`src/acq_trig_pkg.sv`:
```
`default_nettype none
package acq_trig_pkg;

	// Clock and timing
	localparam int unsigned CLK_HZ = 100_000_000;
	localparam int unsigned AUTO_MIN_MS = 100;
	localparam int unsigned AUTO_MAX_MS = 500;
	localparam int unsigned AUTO_MIN_CYC = AUTO_MIN_MS * (CLK_HZ / 1000);
	localparam int unsigned AUTO_MAX_CYC = AUTO_MAX_MS * (CLK_HZ / 1000);
	localparam int unsigned SPAN_STEPS = 7;

	// Trace geometry
	localparam int TRACE_POINTS = 126;
	localparam int POINT_W = 16;
	localparam int PTR_W = 7;
	localparam logic [6:0] TRACE_LAST = 7'h7d;
	localparam logic [6:0] TRACE_END = 7'h7e;

	// Statistical terminal count
	localparam logic [31:0] TERM_MIN = 32'h00000001;
	localparam logic [31:0] TERM_MAX = 32'hee6b2800;
	localparam logic [31:0] TERM_RESET = 32'h000003e8;

	// Register byte offsets
	localparam logic [7:0] OFS_MODE = 8'h00;
	localparam logic [7:0] OFS_SOURCE = 8'h04;
	localparam logic [7:0] OFS_TERM = 8'h08;
	localparam logic [7:0] OFS_HALVE = 8'h0c;
	localparam logic [7:0] OFS_COMMAND = 8'h10;
	localparam logic [7:0] OFS_STATUS = 8'h14;
	localparam logic [7:0] OFS_POPULATION = 8'h18;
	localparam logic [7:0] OFS_TRACE_POS = 8'h1c;
	localparam logic [7:0] OFS_TRACE_DATA = 8'h20;
	localparam logic [7:0] OFS_TRACE_CHAN = 8'h24;

	// Field positions
	localparam int MODE_LSB = 0;
	localparam int CONT_BIT = 2;
	localparam int SPAN_LSB = 4;
	localparam int TMODE_LSB = 8;
	localparam int SRC_LSB = 0;
	localparam int FALL_BIT = 4;
	localparam int CMD_BUS_BIT = 0;
	localparam int CMD_INIT_BIT = 1;
	localparam int CMD_ABORT_BIT = 2;
	localparam int ST_SWEEP_LSB = 0;
	localparam int ST_ACQ_BIT = 2;
	localparam int ST_REJ_BIT = 3;
	localparam int ST_DONE_BIT = 4;
	localparam int POS_IDX_LSB = 0;
	localparam int POS_CNT_LSB = 8;

	// Measurement modes
	localparam logic [1:0] MEAS_CW = 2'h0;
	localparam logic [1:0] MEAS_PULSE = 2'h1;
	localparam logic [1:0] MEAS_STAT = 2'h2;

	// Trigger modes
	localparam logic [1:0] TMODE_EDGE_ONLY = 2'h0;
	localparam logic [1:0] TMODE_AUTO = 2'h1;
	localparam logic [1:0] TMODE_PEAK = 2'h2;

	// Trigger sources
	localparam logic [2:0] SRC_IMMEDIATE = 3'h0;
	localparam logic [2:0] SRC_FIRST_PROBE_ORIGIN = 3'h1;
	localparam logic [2:0] SRC_SECOND_PROBE_ORIGIN = 3'h2;
	localparam logic [2:0] SRC_REAR_INPUT = 3'h3;
	localparam logic [2:0] SRC_HOST_BUS = 3'h4;
	localparam logic [2:0] SRC_HOST_ARMED_FIRST_PROBE = 3'h5;
	localparam logic [2:0] SRC_HOST_ARMED_SECOND_PROBE = 3'h6;
	localparam logic [2:0] SRC_HOST_ARMED_REAR_INPUT = 3'h7;

	typedef enum logic [1:0] {SW_IDLE, SW_ARM, SW_WAIT, SW_SWEEP} sweep_t;

endpackage
`default_nettype wire

```
`src/trace_store.sv`:
```
`timescale 1ns/100ps
`default_nettype none
module trace_store import acq_trig_pkg::*; #(
	parameter int DEPTH = TRACE_POINTS,
	parameter int WIDTH = POINT_W
) (
	// Clock
	input wire logic clk_sys,
	// Write side, both channels at once
	input wire logic wrEn,
	input wire logic [PTR_W-1:0] wrAddr,
	input wire logic [WIDTH-1:0] wrFirst,
	input wire logic [WIDTH-1:0] wrSecond,
	// Read side
	input wire logic rdChan,
	input wire logic [PTR_W-1:0] rdAddr,
	output logic [WIDTH-1:0] rdData
);

	logic [WIDTH-1:0] firstMem [DEPTH];
	logic [WIDTH-1:0] secondMem [DEPTH];

	// No reset: trace contents are only meaningful after a sweep
	always_ff @(posedge clk_sys) begin
		if (wrEn) begin
			firstMem[wrAddr] <= wrFirst;
			secondMem[wrAddr] <= wrSecond;
		end
	end

	always_comb begin
		rdData = '0;
		if (rdAddr < PTR_W'(DEPTH)) begin
			rdData = rdChan ? secondMem[rdAddr] : firstMem[rdAddr];
		end
	end

endmodule
`default_nettype wire

```
`src/acq_trig_ctrl.sv`:
```
// Decided for this implementation: the address map and the AHB-Lite register port.
`timescale 1ns/100ps
`default_nettype none
// Function
// - Rising slope: trigger when the signal rises through the level.
// - Falling slope: trigger when the signal falls through the level.
// - Probe sources take edges from the chosen first or second probe.
// - Rear source takes edges from the rear trigger input.
// - Immediate source starts a sweep at once when armed.
// - Host bus source starts one sweep per host trigger event.
// - Host-armed sources: host trigger arms, next edge starts sweep.
// - Electrical sources only accepted in pulse mode.
// - Statistical mode counts samples to a terminal count, 1 to 4000M.
// - Terminal count without continuous run stops acquisition.
// - Continuous, no halving: clear histogram and restart from zero.
// - Continuous with halving: halve populations, keep accumulating.
// - Each channel trace holds 126 points, read whole or in parts.
// - Edge-only mode on probe or rear sources sweeps only on level crossings in slope direction.
// - Auto mode forces a sweep after 100 to 500 ms without edges.
module acq_trig_ctrl import acq_trig_pkg::*; #(
	parameter int unsigned AUTO_MIN_CYCLES = AUTO_MIN_CYC,
	parameter int unsigned AUTO_MAX_CYCLES = AUTO_MAX_CYC
) (
	// Clock and reset
	input wire logic clk_sys,
	input wire logic arst_n,
	// AHB-Lite slave
	input wire logic hsel,
	input wire logic [31:0] haddr,
	input wire logic [1:0] htrans,
	input wire logic hwrite,
	input wire logic [2:0] hsize,
	input wire logic hready,
	input wire logic [31:0] hwdata,
	output logic [31:0] hrdata,
	output logic hreadyout,
	output logic hresp,
	// Trigger comparators and host trigger message
	input wire logic firstProbeAbove,
	input wire logic secondProbeAbove,
	input wire logic rearAbove,
	input wire logic hostGet,
	// Sweep point stream
	input wire logic pointStrobe,
	input wire logic [POINT_W-1:0] firstProbePower,
	input wire logic [POINT_W-1:0] secondProbePower,
	// Statistical samples
	input wire logic sampleStrobe,
	// Acquisition control outputs
	output logic sweepActive,
	output logic sweepStart,
	output logic statAcquire,
	output logic histClear,
	output logic histHalve,
	output logic distComplete
);

	typedef struct packed {
		logic [1:0] mode;
		logic contEn;
		logic [2:0] span;
		logic [1:0] tmode;
		logic [2:0] src;
		logic falling;
		logic [31:0] termCount;
		logic halveEn;
		logic [6:0] trIndex;
		logic [6:0] trCount;
		logic [6:0] trPos;
		logic trChan;
		sweep_t sw;
		logic [6:0] pt;
		logic [31:0] autoCnt;
		logic acqRun;
		logic [31:0] pop;
		logic rejected;
		logic doneFlag;
		logic firstPrev;
		logic secondPrev;
		logic rearPrev;
		logic dWrite;
		logic [31:0] dAddr;
		logic [31:0] rdata;
		logic startPulse;
		logic clrPulse;
		logic halvePulse;
		logic donePulse;
	} ctrl_t;

	ctrl_t stateReg, stateNext;

	logic addrPhase, busTrig, cmdInit, cmdAbort, edgeHit, fire, quiet;
	logic [7:0] trAddrWide;
	logic [POINT_W-1:0] trWord;
	logic [31:0] popInc;

	function automatic logic edgeSeen(input logic cur, input logic prev,
		input logic falling);
		return falling ? (!cur && prev) : (cur && !prev);
	endfunction

	function automatic logic isElectrical(input logic [2:0] src);
		return (src != SRC_IMMEDIATE) && (src != SRC_HOST_BUS);
	endfunction

	function automatic logic isHostArmed(input logic [2:0] src);
		return src >= SRC_HOST_ARMED_FIRST_PROBE;
	endfunction

	// Longer timespans wait longer before forcing a trace
	function automatic logic [31:0] autoLimit(input logic [2:0] span);
		logic [31:0] step;
		step = 32'((AUTO_MAX_CYCLES - AUTO_MIN_CYCLES) / SPAN_STEPS);
		return 32'(AUTO_MIN_CYCLES) + 32'(step * {29'h0, span});
	endfunction

	assign trAddrWide = {1'b0, stateReg.trIndex} + {1'b0, stateReg.trPos};
	assign addrPhase = hsel && htrans[1] && hready;
	assign quiet = !stateReg.dWrite;
	assign popInc = stateReg.pop + 32'h1;

	trace_store #(
		.DEPTH(TRACE_POINTS),
		.WIDTH(POINT_W)
	) trace_store_i (
		.clk_sys(clk_sys),
		.wrEn(stateReg.sw == SW_SWEEP && pointStrobe),
		.wrAddr(stateReg.pt),
		.wrFirst(firstProbePower),
		.wrSecond(secondProbePower),
		.rdChan(stateReg.trChan),
		.rdAddr(trAddrWide[6:0]),
		.rdData(trWord)
	);

	always_comb begin
		stateNext = stateReg;
		stateNext.startPulse = 1'b0;
		stateNext.clrPulse = 1'b0;
		stateNext.halvePulse = 1'b0;
		stateNext.donePulse = 1'b0;
		stateNext.firstPrev = firstProbeAbove;
		stateNext.secondPrev = secondProbeAbove;
		stateNext.rearPrev = rearAbove;
		busTrig = hostGet;
		cmdInit = 1'b0;
		cmdAbort = 1'b0;
		fire = 1'b0;

		// Low source bits pick the input for direct and host-armed forms
		case (stateReg.src[1:0])
			2'h1: edgeHit = edgeSeen(firstProbeAbove, stateReg.firstPrev,
				stateReg.falling);
			2'h2: edgeHit = edgeSeen(secondProbeAbove, stateReg.secondPrev,
				stateReg.falling);
			2'h3: edgeHit = edgeSeen(rearAbove, stateReg.rearPrev,
				stateReg.falling);
			default: edgeHit = 1'b0;
		endcase

		// Write data phase; a rejected setting leaves the old value
		if (stateReg.dWrite) begin
			if (stateReg.dAddr == {24'h0, OFS_STATUS}) begin
				if (hwdata[ST_REJ_BIT]) begin
					stateNext.rejected = 1'b0;
				end
				if (hwdata[ST_DONE_BIT]) begin
					stateNext.doneFlag = 1'b0;
				end
			end else if (stateReg.dAddr == {24'h0, OFS_MODE}) begin
				if (hwdata[MODE_LSB+:2] == 2'h3 || hwdata[TMODE_LSB+:2] == 2'h3)
				begin
					stateNext.rejected = 1'b1;
				end else begin
					stateNext.mode = hwdata[MODE_LSB+:2];
					stateNext.contEn = hwdata[CONT_BIT];
					stateNext.span = hwdata[SPAN_LSB+:3];
					stateNext.tmode = hwdata[TMODE_LSB+:2];
				end
				if (stateNext.mode != MEAS_PULSE && isElectrical(stateReg.src))
				begin
					stateNext.src = SRC_IMMEDIATE;
				end
			end else if (stateReg.dAddr == {24'h0, OFS_SOURCE}) begin
				if (isElectrical(hwdata[SRC_LSB+:3]) &&
					stateReg.mode != MEAS_PULSE) begin
					stateNext.rejected = 1'b1;
				end else begin
					stateNext.src = hwdata[SRC_LSB+:3];
				end
				if (stateReg.mode == MEAS_PULSE) begin
					stateNext.falling = hwdata[FALL_BIT];
				end else if (hwdata[FALL_BIT] != stateReg.falling) begin
					stateNext.rejected = 1'b1;
				end
			end else if (stateReg.dAddr == {24'h0, OFS_TERM}) begin
				if (stateReg.mode == MEAS_STAT && hwdata >= TERM_MIN &&
					hwdata <= TERM_MAX) begin
					stateNext.termCount = hwdata;
				end else begin
					stateNext.rejected = 1'b1;
				end
			end else if (stateReg.dAddr == {24'h0, OFS_HALVE}) begin
				if (stateReg.mode == MEAS_STAT) begin
					stateNext.halveEn = hwdata[0];
				end else begin
					stateNext.rejected = 1'b1;
				end
			end else if (stateReg.dAddr == {24'h0, OFS_COMMAND}) begin
				busTrig = hostGet || hwdata[CMD_BUS_BIT];
				cmdInit = hwdata[CMD_INIT_BIT];
				cmdAbort = hwdata[CMD_ABORT_BIT];
			end else if (stateReg.dAddr == {24'h0, OFS_TRACE_POS}) begin
				if (hwdata[POS_IDX_LSB+:7] > TRACE_LAST ||
					hwdata[POS_CNT_LSB+:7] > TRACE_END) begin
					stateNext.rejected = 1'b1;
				end else begin
					stateNext.trIndex = hwdata[POS_IDX_LSB+:7];
					stateNext.trCount = hwdata[POS_CNT_LSB+:7];
					stateNext.trPos = 7'h0;
				end
			end else if (stateReg.dAddr == {24'h0, OFS_TRACE_CHAN}) begin
				stateNext.trChan = hwdata[0];
			end
		end

		// Sweep sequencer; mid-sweep only point strobes, an abort or a switch to statistical mode matter
		case (stateReg.sw)
			SW_IDLE: begin
				stateNext.autoCnt = 32'h0;
				if (cmdInit || stateReg.contEn) begin
					stateNext.sw = isHostArmed(stateReg.src) ? SW_ARM : SW_WAIT;
				end
			end
			SW_ARM: begin
				if (busTrig) begin
					stateNext.sw = SW_WAIT;
				end
			end
			SW_WAIT: begin
				if (stateReg.src == SRC_IMMEDIATE) begin
					fire = 1'b1;
				end else if (stateReg.src == SRC_HOST_BUS) begin
					fire = busTrig;
				end else if (edgeHit) begin
					fire = 1'b1;
				end else if (stateReg.tmode != TMODE_EDGE_ONLY &&
					stateReg.autoCnt >= autoLimit(stateReg.span)) begin
					fire = 1'b1;
				end
				stateNext.autoCnt = stateReg.autoCnt + 32'h1;
				if (fire) begin
					stateNext.sw = SW_SWEEP;
					stateNext.pt = 7'h0;
					stateNext.startPulse = 1'b1;
					stateNext.autoCnt = 32'h0;
				end
			end
			SW_SWEEP: begin
				if (pointStrobe) begin
					stateNext.pt = stateReg.pt + 7'h1;
					if (stateReg.pt == TRACE_LAST) begin
						stateNext.pt = 7'h0;
						if (!stateReg.contEn) begin
							stateNext.sw = SW_IDLE;
						end else begin
							stateNext.sw = isHostArmed(stateReg.src) ? SW_ARM : SW_WAIT;
						end
					end
				end
			end
			default: stateNext.sw = SW_IDLE;
		endcase
		if (cmdAbort || stateNext.mode == MEAS_STAT) begin
			stateNext.sw = SW_IDLE;
		end

		// Statistical population counting
		if (cmdInit && stateNext.mode == MEAS_STAT) begin
			stateNext.acqRun = 1'b1;
		end
		if (stateReg.acqRun && sampleStrobe) begin
			stateNext.pop = popInc;
			if (popInc >= stateReg.termCount) begin
				stateNext.donePulse = 1'b1;
				stateNext.doneFlag = 1'b1;
				if (!stateReg.contEn) begin
					stateNext.acqRun = 1'b0;
				end else if (stateReg.halveEn) begin
					stateNext.pop = popInc >> 1;
					stateNext.halvePulse = 1'b1;
				end else begin
					stateNext.pop = 32'h0;
					stateNext.clrPulse = 1'b1;
				end
			end
		end
		if (cmdAbort || stateNext.mode != MEAS_STAT) begin
			stateNext.acqRun = 1'b0;
		end
		if (cmdInit && stateNext.mode == MEAS_STAT && !stateReg.acqRun) begin
			stateNext.pop = 32'h0;
		end

		// Address phase; register read data reflects this cycle's write, trace data uses the registered channel and position
		stateNext.dWrite = addrPhase && hwrite;
		stateNext.dAddr = haddr;
		if (addrPhase && !hwrite) begin
			stateNext.rdata = 32'h0;
			if (haddr == {24'h0, OFS_MODE}) begin
				stateNext.rdata[MODE_LSB+:2] = stateNext.mode;
				stateNext.rdata[CONT_BIT] = stateNext.contEn;
				stateNext.rdata[SPAN_LSB+:3] = stateNext.span;
				stateNext.rdata[TMODE_LSB+:2] = stateNext.tmode;
			end else if (haddr == {24'h0, OFS_SOURCE}) begin
				stateNext.rdata[SRC_LSB+:3] = stateNext.src;
				stateNext.rdata[FALL_BIT] = stateNext.falling;
			end else if (haddr == {24'h0, OFS_TERM}) begin
				stateNext.rdata = stateNext.termCount;
			end else if (haddr == {24'h0, OFS_HALVE}) begin
				stateNext.rdata[0] = stateNext.halveEn;
			end else if (haddr == {24'h0, OFS_STATUS}) begin
				stateNext.rdata[ST_SWEEP_LSB+:2] = stateNext.sw;
				stateNext.rdata[ST_ACQ_BIT] = stateNext.acqRun;
				stateNext.rdata[ST_REJ_BIT] = stateNext.rejected;
				stateNext.rdata[ST_DONE_BIT] = stateNext.doneFlag;
			end else if (haddr == {24'h0, OFS_POPULATION}) begin
				stateNext.rdata = stateNext.pop;
			end else if (haddr == {24'h0, OFS_TRACE_POS}) begin
				stateNext.rdata[POS_IDX_LSB+:7] = stateNext.trIndex;
				stateNext.rdata[POS_CNT_LSB+:7] = stateNext.trCount;
			end else if (haddr == {24'h0, OFS_TRACE_CHAN}) begin
				stateNext.rdata[0] = stateNext.trChan;
			end else if (haddr == {24'h0, OFS_TRACE_DATA}) begin
				// Block of trCount points; index advances when it is used up
				if (trAddrWide < 8'(TRACE_POINTS)) begin
					stateNext.rdata[POINT_W-1:0] = trWord;
				end
				if (stateReg.trCount != 7'h0) begin
					stateNext.trPos = stateReg.trPos + 7'h1;
					if (stateReg.trPos + 7'h1 == stateReg.trCount ||
						trAddrWide >= 8'(TRACE_LAST)) begin
						stateNext.trIndex = (trAddrWide >= 8'(TRACE_LAST)) ?
							TRACE_END : trAddrWide[6:0] + 7'h1;
						stateNext.trPos = 7'h0;
					end
				end
			end
		end
	end

	always_ff @(posedge clk_sys or negedge arst_n) begin
		if (!arst_n) begin
			stateReg <= '0;
			stateReg.termCount <= TERM_RESET;
		end else begin
			stateReg <= stateNext;
		end
	end

	assign hrdata = stateReg.rdata;
	assign hreadyout = 1'b1;
	assign hresp = 1'b0;
	assign sweepActive = stateReg.sw == SW_SWEEP;
	assign sweepStart = stateReg.startPulse;
	assign statAcquire = stateReg.acqRun;
	assign histClear = stateReg.clrPulse;
	assign histHalve = stateReg.halvePulse;
	assign distComplete = stateReg.donePulse;
endmodule
`default_nettype wire

```
`config.mk`:
```
export PLATFORM = sky130hd
export DESIGN_NAME = acq_trig_ctrl
export DESIGN_NICKNAME = d
export VERILOG_FILES = /design/src/acq_trig_pkg.sv /design/src/trace_store.sv /design/src/acq_trig_ctrl.sv
export SDC_FILE = /design/constraint.sdc
export NUM_CORES = 2
export LEC_CHECK = 0
export BUFFER_PORTS_ARGS = -buffer_cell sky130_fd_sc_hd__buf_2
export CORE_MARGIN = 2
export CORE_UTILIZATION = 55
export CTS_CLUSTER_SIZE = 25
export DETAILED_ROUTE_END_ITERATION = 6
export PLACE_DENSITY_LB_ADDON = 0.12
export SYNTH_ARGS = -nofsm -noshare
export SYNTH_HDL_FRONTEND = slang
export SYNTH_SLANG_ARGS = --single-unit
```
`constraint.sdc`:
```
create_clock -name clk_sys -period 6.6 [get_ports clk_sys]
set_clock_uncertainty 0.15 [all_clocks]
set_input_delay 0 -clock clk_sys [delete_from_list [all_inputs] [get_ports clk_sys]]
set_output_delay 0 -clock clk_sys [all_outputs]
set_load 0.02 [all_outputs]
```
Word-level counts from Yosys, hierarchy flattened. Memory sizes are Yosys's and may differ from the RTL's. Cells that the tools add are included.

Register bits after elaboration: 215. Latch bits: 0. RAM bits: 4032. ROM bits: 0. Input bits: 112. Output and inout bits: 40. Logic and storage cells: 294. Memories kept: 2.

Memory list: trace_store_i.firstMem (depth 126, bits a word 16, read ports 1, clocked after Yosys merged registers in 0, wr ports 1, RTL line trace_store.sv:20) `logic [WIDTH-1:0] firstMem [DEPTH];`; trace_store_i.secondMem (depth 126, bits a word 16, read ports 1, clocked after Yosys merged registers in 0, wr ports 1, RTL line trace_store.sv:21) `logic [WIDTH-1:0] secondMem [DEPTH];`.

Add/subtract/negate cells: 7. Multiply operators: 1. Divide/modulo/power cells: 0. Order comparisons: 10. Eq/ne operators: 37. Shift-type cells: 0. Muxes and demuxes: 161. Bitwise logic cells: 0. Reduce and logical (&&, ||, !) cells: 47.

Operators by type and width (number): 32-bit by 5-bit == test with 1-bit output (second input constant) (6); 16-bit 2-to-1 mux (12); 7-bit 2-to-1 mux (27); 32-bit 2-to-1 mux (5); 67-bit 2-to-1 mux (2); 32-bit by 4-bit == test with 1-bit output (second input constant) (4); 32-bit by 6-bit == test with 1-bit output (second input constant) (3); 1-bit 2-to-1 mux (70); 22-bit 2-to-1 mux (3); 33-bit 2-to-1 mux (2); 32-bit by 1-bit adder with 32-bit output (second input constant) (2); 32-bit by 3-bit == test with 1-bit output (second input constant) (2); 32-bit zero test (2); 32-bit case mux with 2 select lines (1); 31-bit 2-to-1 mux (2); 56-bit 2-to-1 mux (1); 55-bit 2-to-1 mux (1); 27-bit 2-to-1 mux (2); 21-bit 2-to-1 mux (2); 41-bit 2-to-1 mux (1); 8-bit 2-to-1 mux (5); 32-bit by 1-bit >= comparator with 1-bit output (second input constant) (1); 32-bit by 27-bit >= comparator with 1-bit output (1); 32-bit >= comparator (1); 38 further kinds (105).

Longest topological paths before layout.
Depth after elaboration: 31. Gate-level depth with buffers: 29.

Hierarchy. From an unflattened synthesis, not the netlist that was laid out.

Cell total of the unflattened synthesis: 8547. Area, all modules: 169785.3 sq um.

By module, submodules not included: trace_store (times used 1, cells an instance 6922, area each 155467.9 sq um); acq_trig_ctrl (times used 1, cells an instance 1625, area each 14317.5 sq um).

Worst setup path before layout. OpenSTA, ideal clock, no wires.

Kind: register to register. Start: register stateReg[210] (netlist name). End: register stateReg[125] (netlist name). Library setup time: 0.083 ns. Arrival time: 5.383 ns. Slack: 0.984 ns. Stages on the path, launching flop included: 27. Path buffers: 2. Cell sequence: dfrtp_1 > inv_1 > ha_1 > buf_2 > xor2_1 > ha_1 > maj3_1 > a21oi_2 > o21ai_1 > a221oi_2 > nor2_1 > o221ai_1 > a21oi_1 > maj3_2 > xnor2_1 > ha_1 > a21o_1 > a21o_1 > a21oi_1 > o211ai_1 > a21oi_1 > o21a_1 > nor2_1 > nor2b_1 > clkbuf_1 > nand2_1 > o21ai_0.

Cells in the longest elaborated chain, start to end: 11.

RTL lines: start, declared (RTL line acq_trig_ctrl.sv:90) `ctrl_t stateReg, stateNext;`; start signal, assigned (RTL line acq_trig_ctrl.sv:357) `stateReg <= stateNext;`; 23-bit by 3-bit multiplier with 26-bit output (RTL line acq_trig_ctrl.sv:114) `return 32'(AUTO_MIN_CYCLES) + 32'(step * {29'h0, span});`; 24-bit by 26-bit adder with 27-bit output (RTL line acq_trig_ctrl.sv:114); 32-bit by 27-bit >= comparator with 1-bit output (RTL line acq_trig_ctrl.sv:248) `stateReg.autoCnt >= autoLimit(stateReg.span)) begin`; 1-bit logical AND (RTL line acq_trig_ctrl.sv:247) `end else if (stateReg.tmode != TMODE_EDGE_ONLY &&`; 1-bit 2-to-1 mux (RTL line acq_trig_ctrl.sv:247); 1-bit 2-to-1 mux (RTL line acq_trig_ctrl.sv:245) `end else if (edgeHit) begin`; 1-bit 2-to-1 mux (RTL line acq_trig_ctrl.sv:243) `end else if (stateReg.src == SRC_HOST_BUS) begin`; 1-bit 2-to-1 mux (RTL line acq_trig_ctrl.sv:241) `if (stateReg.src == SRC_IMMEDIATE) begin`; 1-bit 2-to-1 mux (RTL line acq_trig_ctrl.sv:228) `case (stateReg.sw)`; 41-bit 2-to-1 mux (RTL line acq_trig_ctrl.sv:252) `if (fire) begin`; 32-bit case mux with 2 select lines (RTL line acq_trig_ctrl.sv:228).

Every way passes these cells. The select of a mux whose other input is x is not followed. A chain may end at the register's enable or synchronous reset.

Final worst setup path.
Start: register stateReg[210] (netlist name). End: register stateReg[115] (netlist name).

The elaborated chain is that of the path after synthesis.

==> flow_metrics.py <==
metrics = {
    "synth": {
        "ys_warn_count": 0,
        "yosysSeqAreaShare_pct": 74.9,
        "muxShareOfSynthArea_pct": 16.6,
        "synthArstFlopShare_pct": 5.06,
        "synth_top_family_by_area": "multiplexers",
        "syn_area_per_cell_um2": 21.0,
        "ys_ff_latch": 4247,
        "synth_compound_area_share_pct": 2.33,
        "synthAdderAreaFrac_pct": 0.817,
        "synth_edf_count": 4032,
        "synth_area_um2": 169000,
        "synthCells": 8048,
        "synthFlopType": "edfxtp_1",
        "syn_nets": 8263,
        "synth-xor-area-share_pct": 0.373,
        "yosys.area_share.simple_pct": 3.30,
        "yosys.cell_types.count": 100,
    },
    "routing": {
        "drt_iter0_drc": 12431,
        "drt_pass1_iterations": 7,
        "vias_per_cell": 6.60,
        "wl_per_cell_um": 35.5,
        "drt-total-wl_mm": 469,
        "vias": 87249,
        "drt.antenna.violating_nets": 0,
        "drc": 0,
    },
    "critical_path": {
        "crit_path_max_fanout": 45,
        "rrSetupSlack_ns": 0.60,
        "crit_arrival_ns": 6.70,
        "reg2reg_to": "stateReg[115]",
        "crit_type": "reg2reg",
        "r2r_start": "stateReg[210]",
        "reg2reg_depth": 24,
        "startpoint_type": "flip-flop",
        "cp-end-kind": "flip-flop",
        "critPathRequiredTime_ns": 7.30,
    },
    "floorplanning": {
        "io_pins": 152,
        "coreArea_um2": 306000,
        "die_area_um2": 312000,
        "rows": 203,
        "die_x_um": 558,
        "start_util_pct": 55.2,
        "die_height_um": 558,
    },
    "status": {
        "status": "finished clean",
    },
    "global_routing": {
        "top_usage_layer": "met2",
        "track_usage_pct": 30.2,
        "grt-ovfl-total": 0,
        "antenna_found_initial": 32,
        "met2_usage_pct": 47.3,
        "met1_usage_pct": 43.2,
        "grt_max_degree": 166,
        "grt_pass1_wl_mm": 657,
        "grt_pass1_vias": 87092,
        "met3_usage_pct": 5.67,
    },
    "sta": {
        "min_period_ns": 6.00,
        "rsz0062_at_grt": "no",
        "fmax_ghz": 0.167,
        "fin_ws_ns": 0.599,
        "tightest_slew_ns": 1.42,
        "slew_violations": 0,
        "final_hold_viol_count": 0,
        "fin_setup_tns_ns": 0,
        "finalCritPeriodShare_pct": 90.9,
        "relSlewSlack_pct": 5.15,
        "setup_viol": 0,
    },
    "flow_run": {
        "maxCapViolCount": 0,
    },
    "worst_hold_path": {
        "hp-start": "firstProbePower[14]",
        "hold_path_depth": 2,
        "hold_path_end": "trace_store_i.firstMem[59][14]",
        "hold_path_class": "in2reg",
    },
    "power": {
        "intPower_mw": 43.4,
        "seqPwrFrac_pct": 54.4,
        "leakagePower_nw": 61.5,
        "clkPwrFrac_pct": 44.1,
        "switching_share_pct": 20.0,
        "vdd_drop_max_uv": 257,
        "pwr_density_cell_nw_per_um2": 281,
        "combPwrFrac_pct": 1.4,
        "p_sw_mw": 10.8,
    },
    "placed_design": {
        "dp_slack_ns": 0.628,
        "portBuffers": 145,
        "gp_congestion": 0.923,
        "placed_area_um2": 177000,
        "hpwl_mm": 278,
    },
    "clock_tree": {
        "ctsHoldBuffers": 211,
        "cts_max_path_buffers": 4,
        "cts-resized-gates": 0,
        "cts.sinks": 4247,
        "clkLatencyLatePin_ns": 0.99,
        "cts_root_buf": "clkbuf_16",
        "cts_tree": "built",
        "htree_levels": 5,
        "clkTransAtPathRegs_ns": 0.06,
        "numCtsBuffers": 423,
        "post_cts_buffers": 0,
    },
    "cells_and_area": {
        "fill_cells": 20773,
        "nets": 8964,
        "drive_above_1_share_pct": 27.9,
        "layout_common_cells": "edfxtp_1, mux4_2, clkbuf_16, nand2_1, buf_4",
        "area.growth.synth_to_final_pct": 14.1,
        "final_common_cell": "edfxtp_1",
        "finish.utilization_pct": 63.0,
        "finalInstanceArea_um2": 193000,
    },
}
[power groups by stage]
| stage | logic [mW] | registers, mW | clock network (mW) |
|---|---|---|---|
| 2_1_floorplan | 0.0584 | 30.1 | 0 |
| 3_3_place_gp | 0.598 | 30.1 | 0 |
| 5_1_grt | 0.811 | 29.5 | 25.2 |
| 3_5_place_dp | 0.639 | 30.1 | 0 |
| 4_1_cts | 0.760 | 29.5 | 24.2 |
| 6_report | 0.767 | 29.5 | 23.9 |
[stage by stage]
step,total power [mW],cells,hold WS [ns]
final,54.2,13221,0.0547
after global routing,55.5,13207,0.0532
after CTS,54.4,13204,0.00269
after detailed placement,30.7,12213,-0.180
after global placement,30.7,12213,-0.191
after floorplan,30.1,8048,-0.446
[worst max-delay path, stage by stage (launching register included)]
cell and delay, ns:
dfrtp_1 0.38, inv_1 0.21, ha_1 0.40, xor2_1 0.28, ha_1 0.25, maj3_1 0.37
a21oi_2 0.23, o21ai_1 0.12, a221oi_2 0.41, nor2_1 0.10, o221ai_1 0.29, a21oi_1 0.13
maj3_2 0.32, xnor2_1 0.19, ha_1 0.28, a21o_1 0.18, a21o_1 0.17, a21oi_1 0.17
o211ai_1 0.10, a21oi_1 0.17, o21a_1 0.18, o21ai_2 0.14, buf_12 0.22, or3_1 0.36
o21ai_0 0.08
[state kept, by name (all words and copies together), names as in the netlist]
signal                   cells
distComplete                 1
histClear                    1
histHalve                    1
hrdata                      32
statAcquire                  1
stateReg                   178
sweepStart                   1
trace_store_i.firstMem    2016
trace_store_i.secondMem   2016
[layer usage]
layer,vias to the layer above,wire (µm)
li1,35014,-
met1,46810,184000
met2,4628,221000
met3,785,44000
met4,12,19000
met5,-,58
[logic make-up (layout without fill, tap and decap cells)]
| kind of cell | after synthesis | after routing |
|---|---|---|
| AND/OR/NAND/NOR | 1195 | 1195 |
| adder cells (fa/ha/maj) | 109 | 109 |
| other | 2 | 19 |
| XOR/XNOR | 72 | 72 |
| AO/OA/AOI/OAI | 565 | 565 |
| flip-flops | 4247 | 4247 |
| buffers and inverters | 536 | 1592 |
| multiplexers | 1322 | 1322 |
[synthesized netlist by cell type, types with 96 or more instances]
cell      instances  area (µm²)
edfxtp_1       4032      121000
mux4_2         1179       26600
nand2_1         423        1590
nor2_1          289        1080
dfrtp_1         209        5230
nand3_1         166         831
o21ai_0         129         646
buf_2           127         636
clkbuf_1        120         450
buf_4           114         856
ha_1             99        1240
a21oi_1          96         480
[how the worst max path moves through the flow]
stage          slack [ns]  depth (start not counted)       endpoint     startpoint
2_1_floorplan        0.98                         26  stateReg[125]  stateReg[210]
3_3_place_gp         0.60                         24  stateReg[115]  stateReg[210]
3_5_place_dp         0.63                         24  stateReg[115]  stateReg[210]
4_1_cts              0.57                         24  stateReg[115]  stateReg[210]
5_1_grt              0.15                         24  stateReg[115]  stateReg[210]
6_report             0.60                         24  stateReg[115]  stateReg[210]
[layout make-up]
class / count / area, µm² / share of cell area, %
clock buffer: 522 / 11200 / 5.80
clock inverter: 258 / 2560 / 1.33
inverter: 97 / 364 / 0.189
antenna: 17 / 42.5 / 0.0221
multi-input combinational: 3265 / 40700 / 21.1
timing repair buffer: 715 / 6290 / 3.27
sequential: 4247 / 126000 / 65.6
tap: 4100 / 5130 / 2.66
No activity file was read; power rests on OpenSTA's default activity.
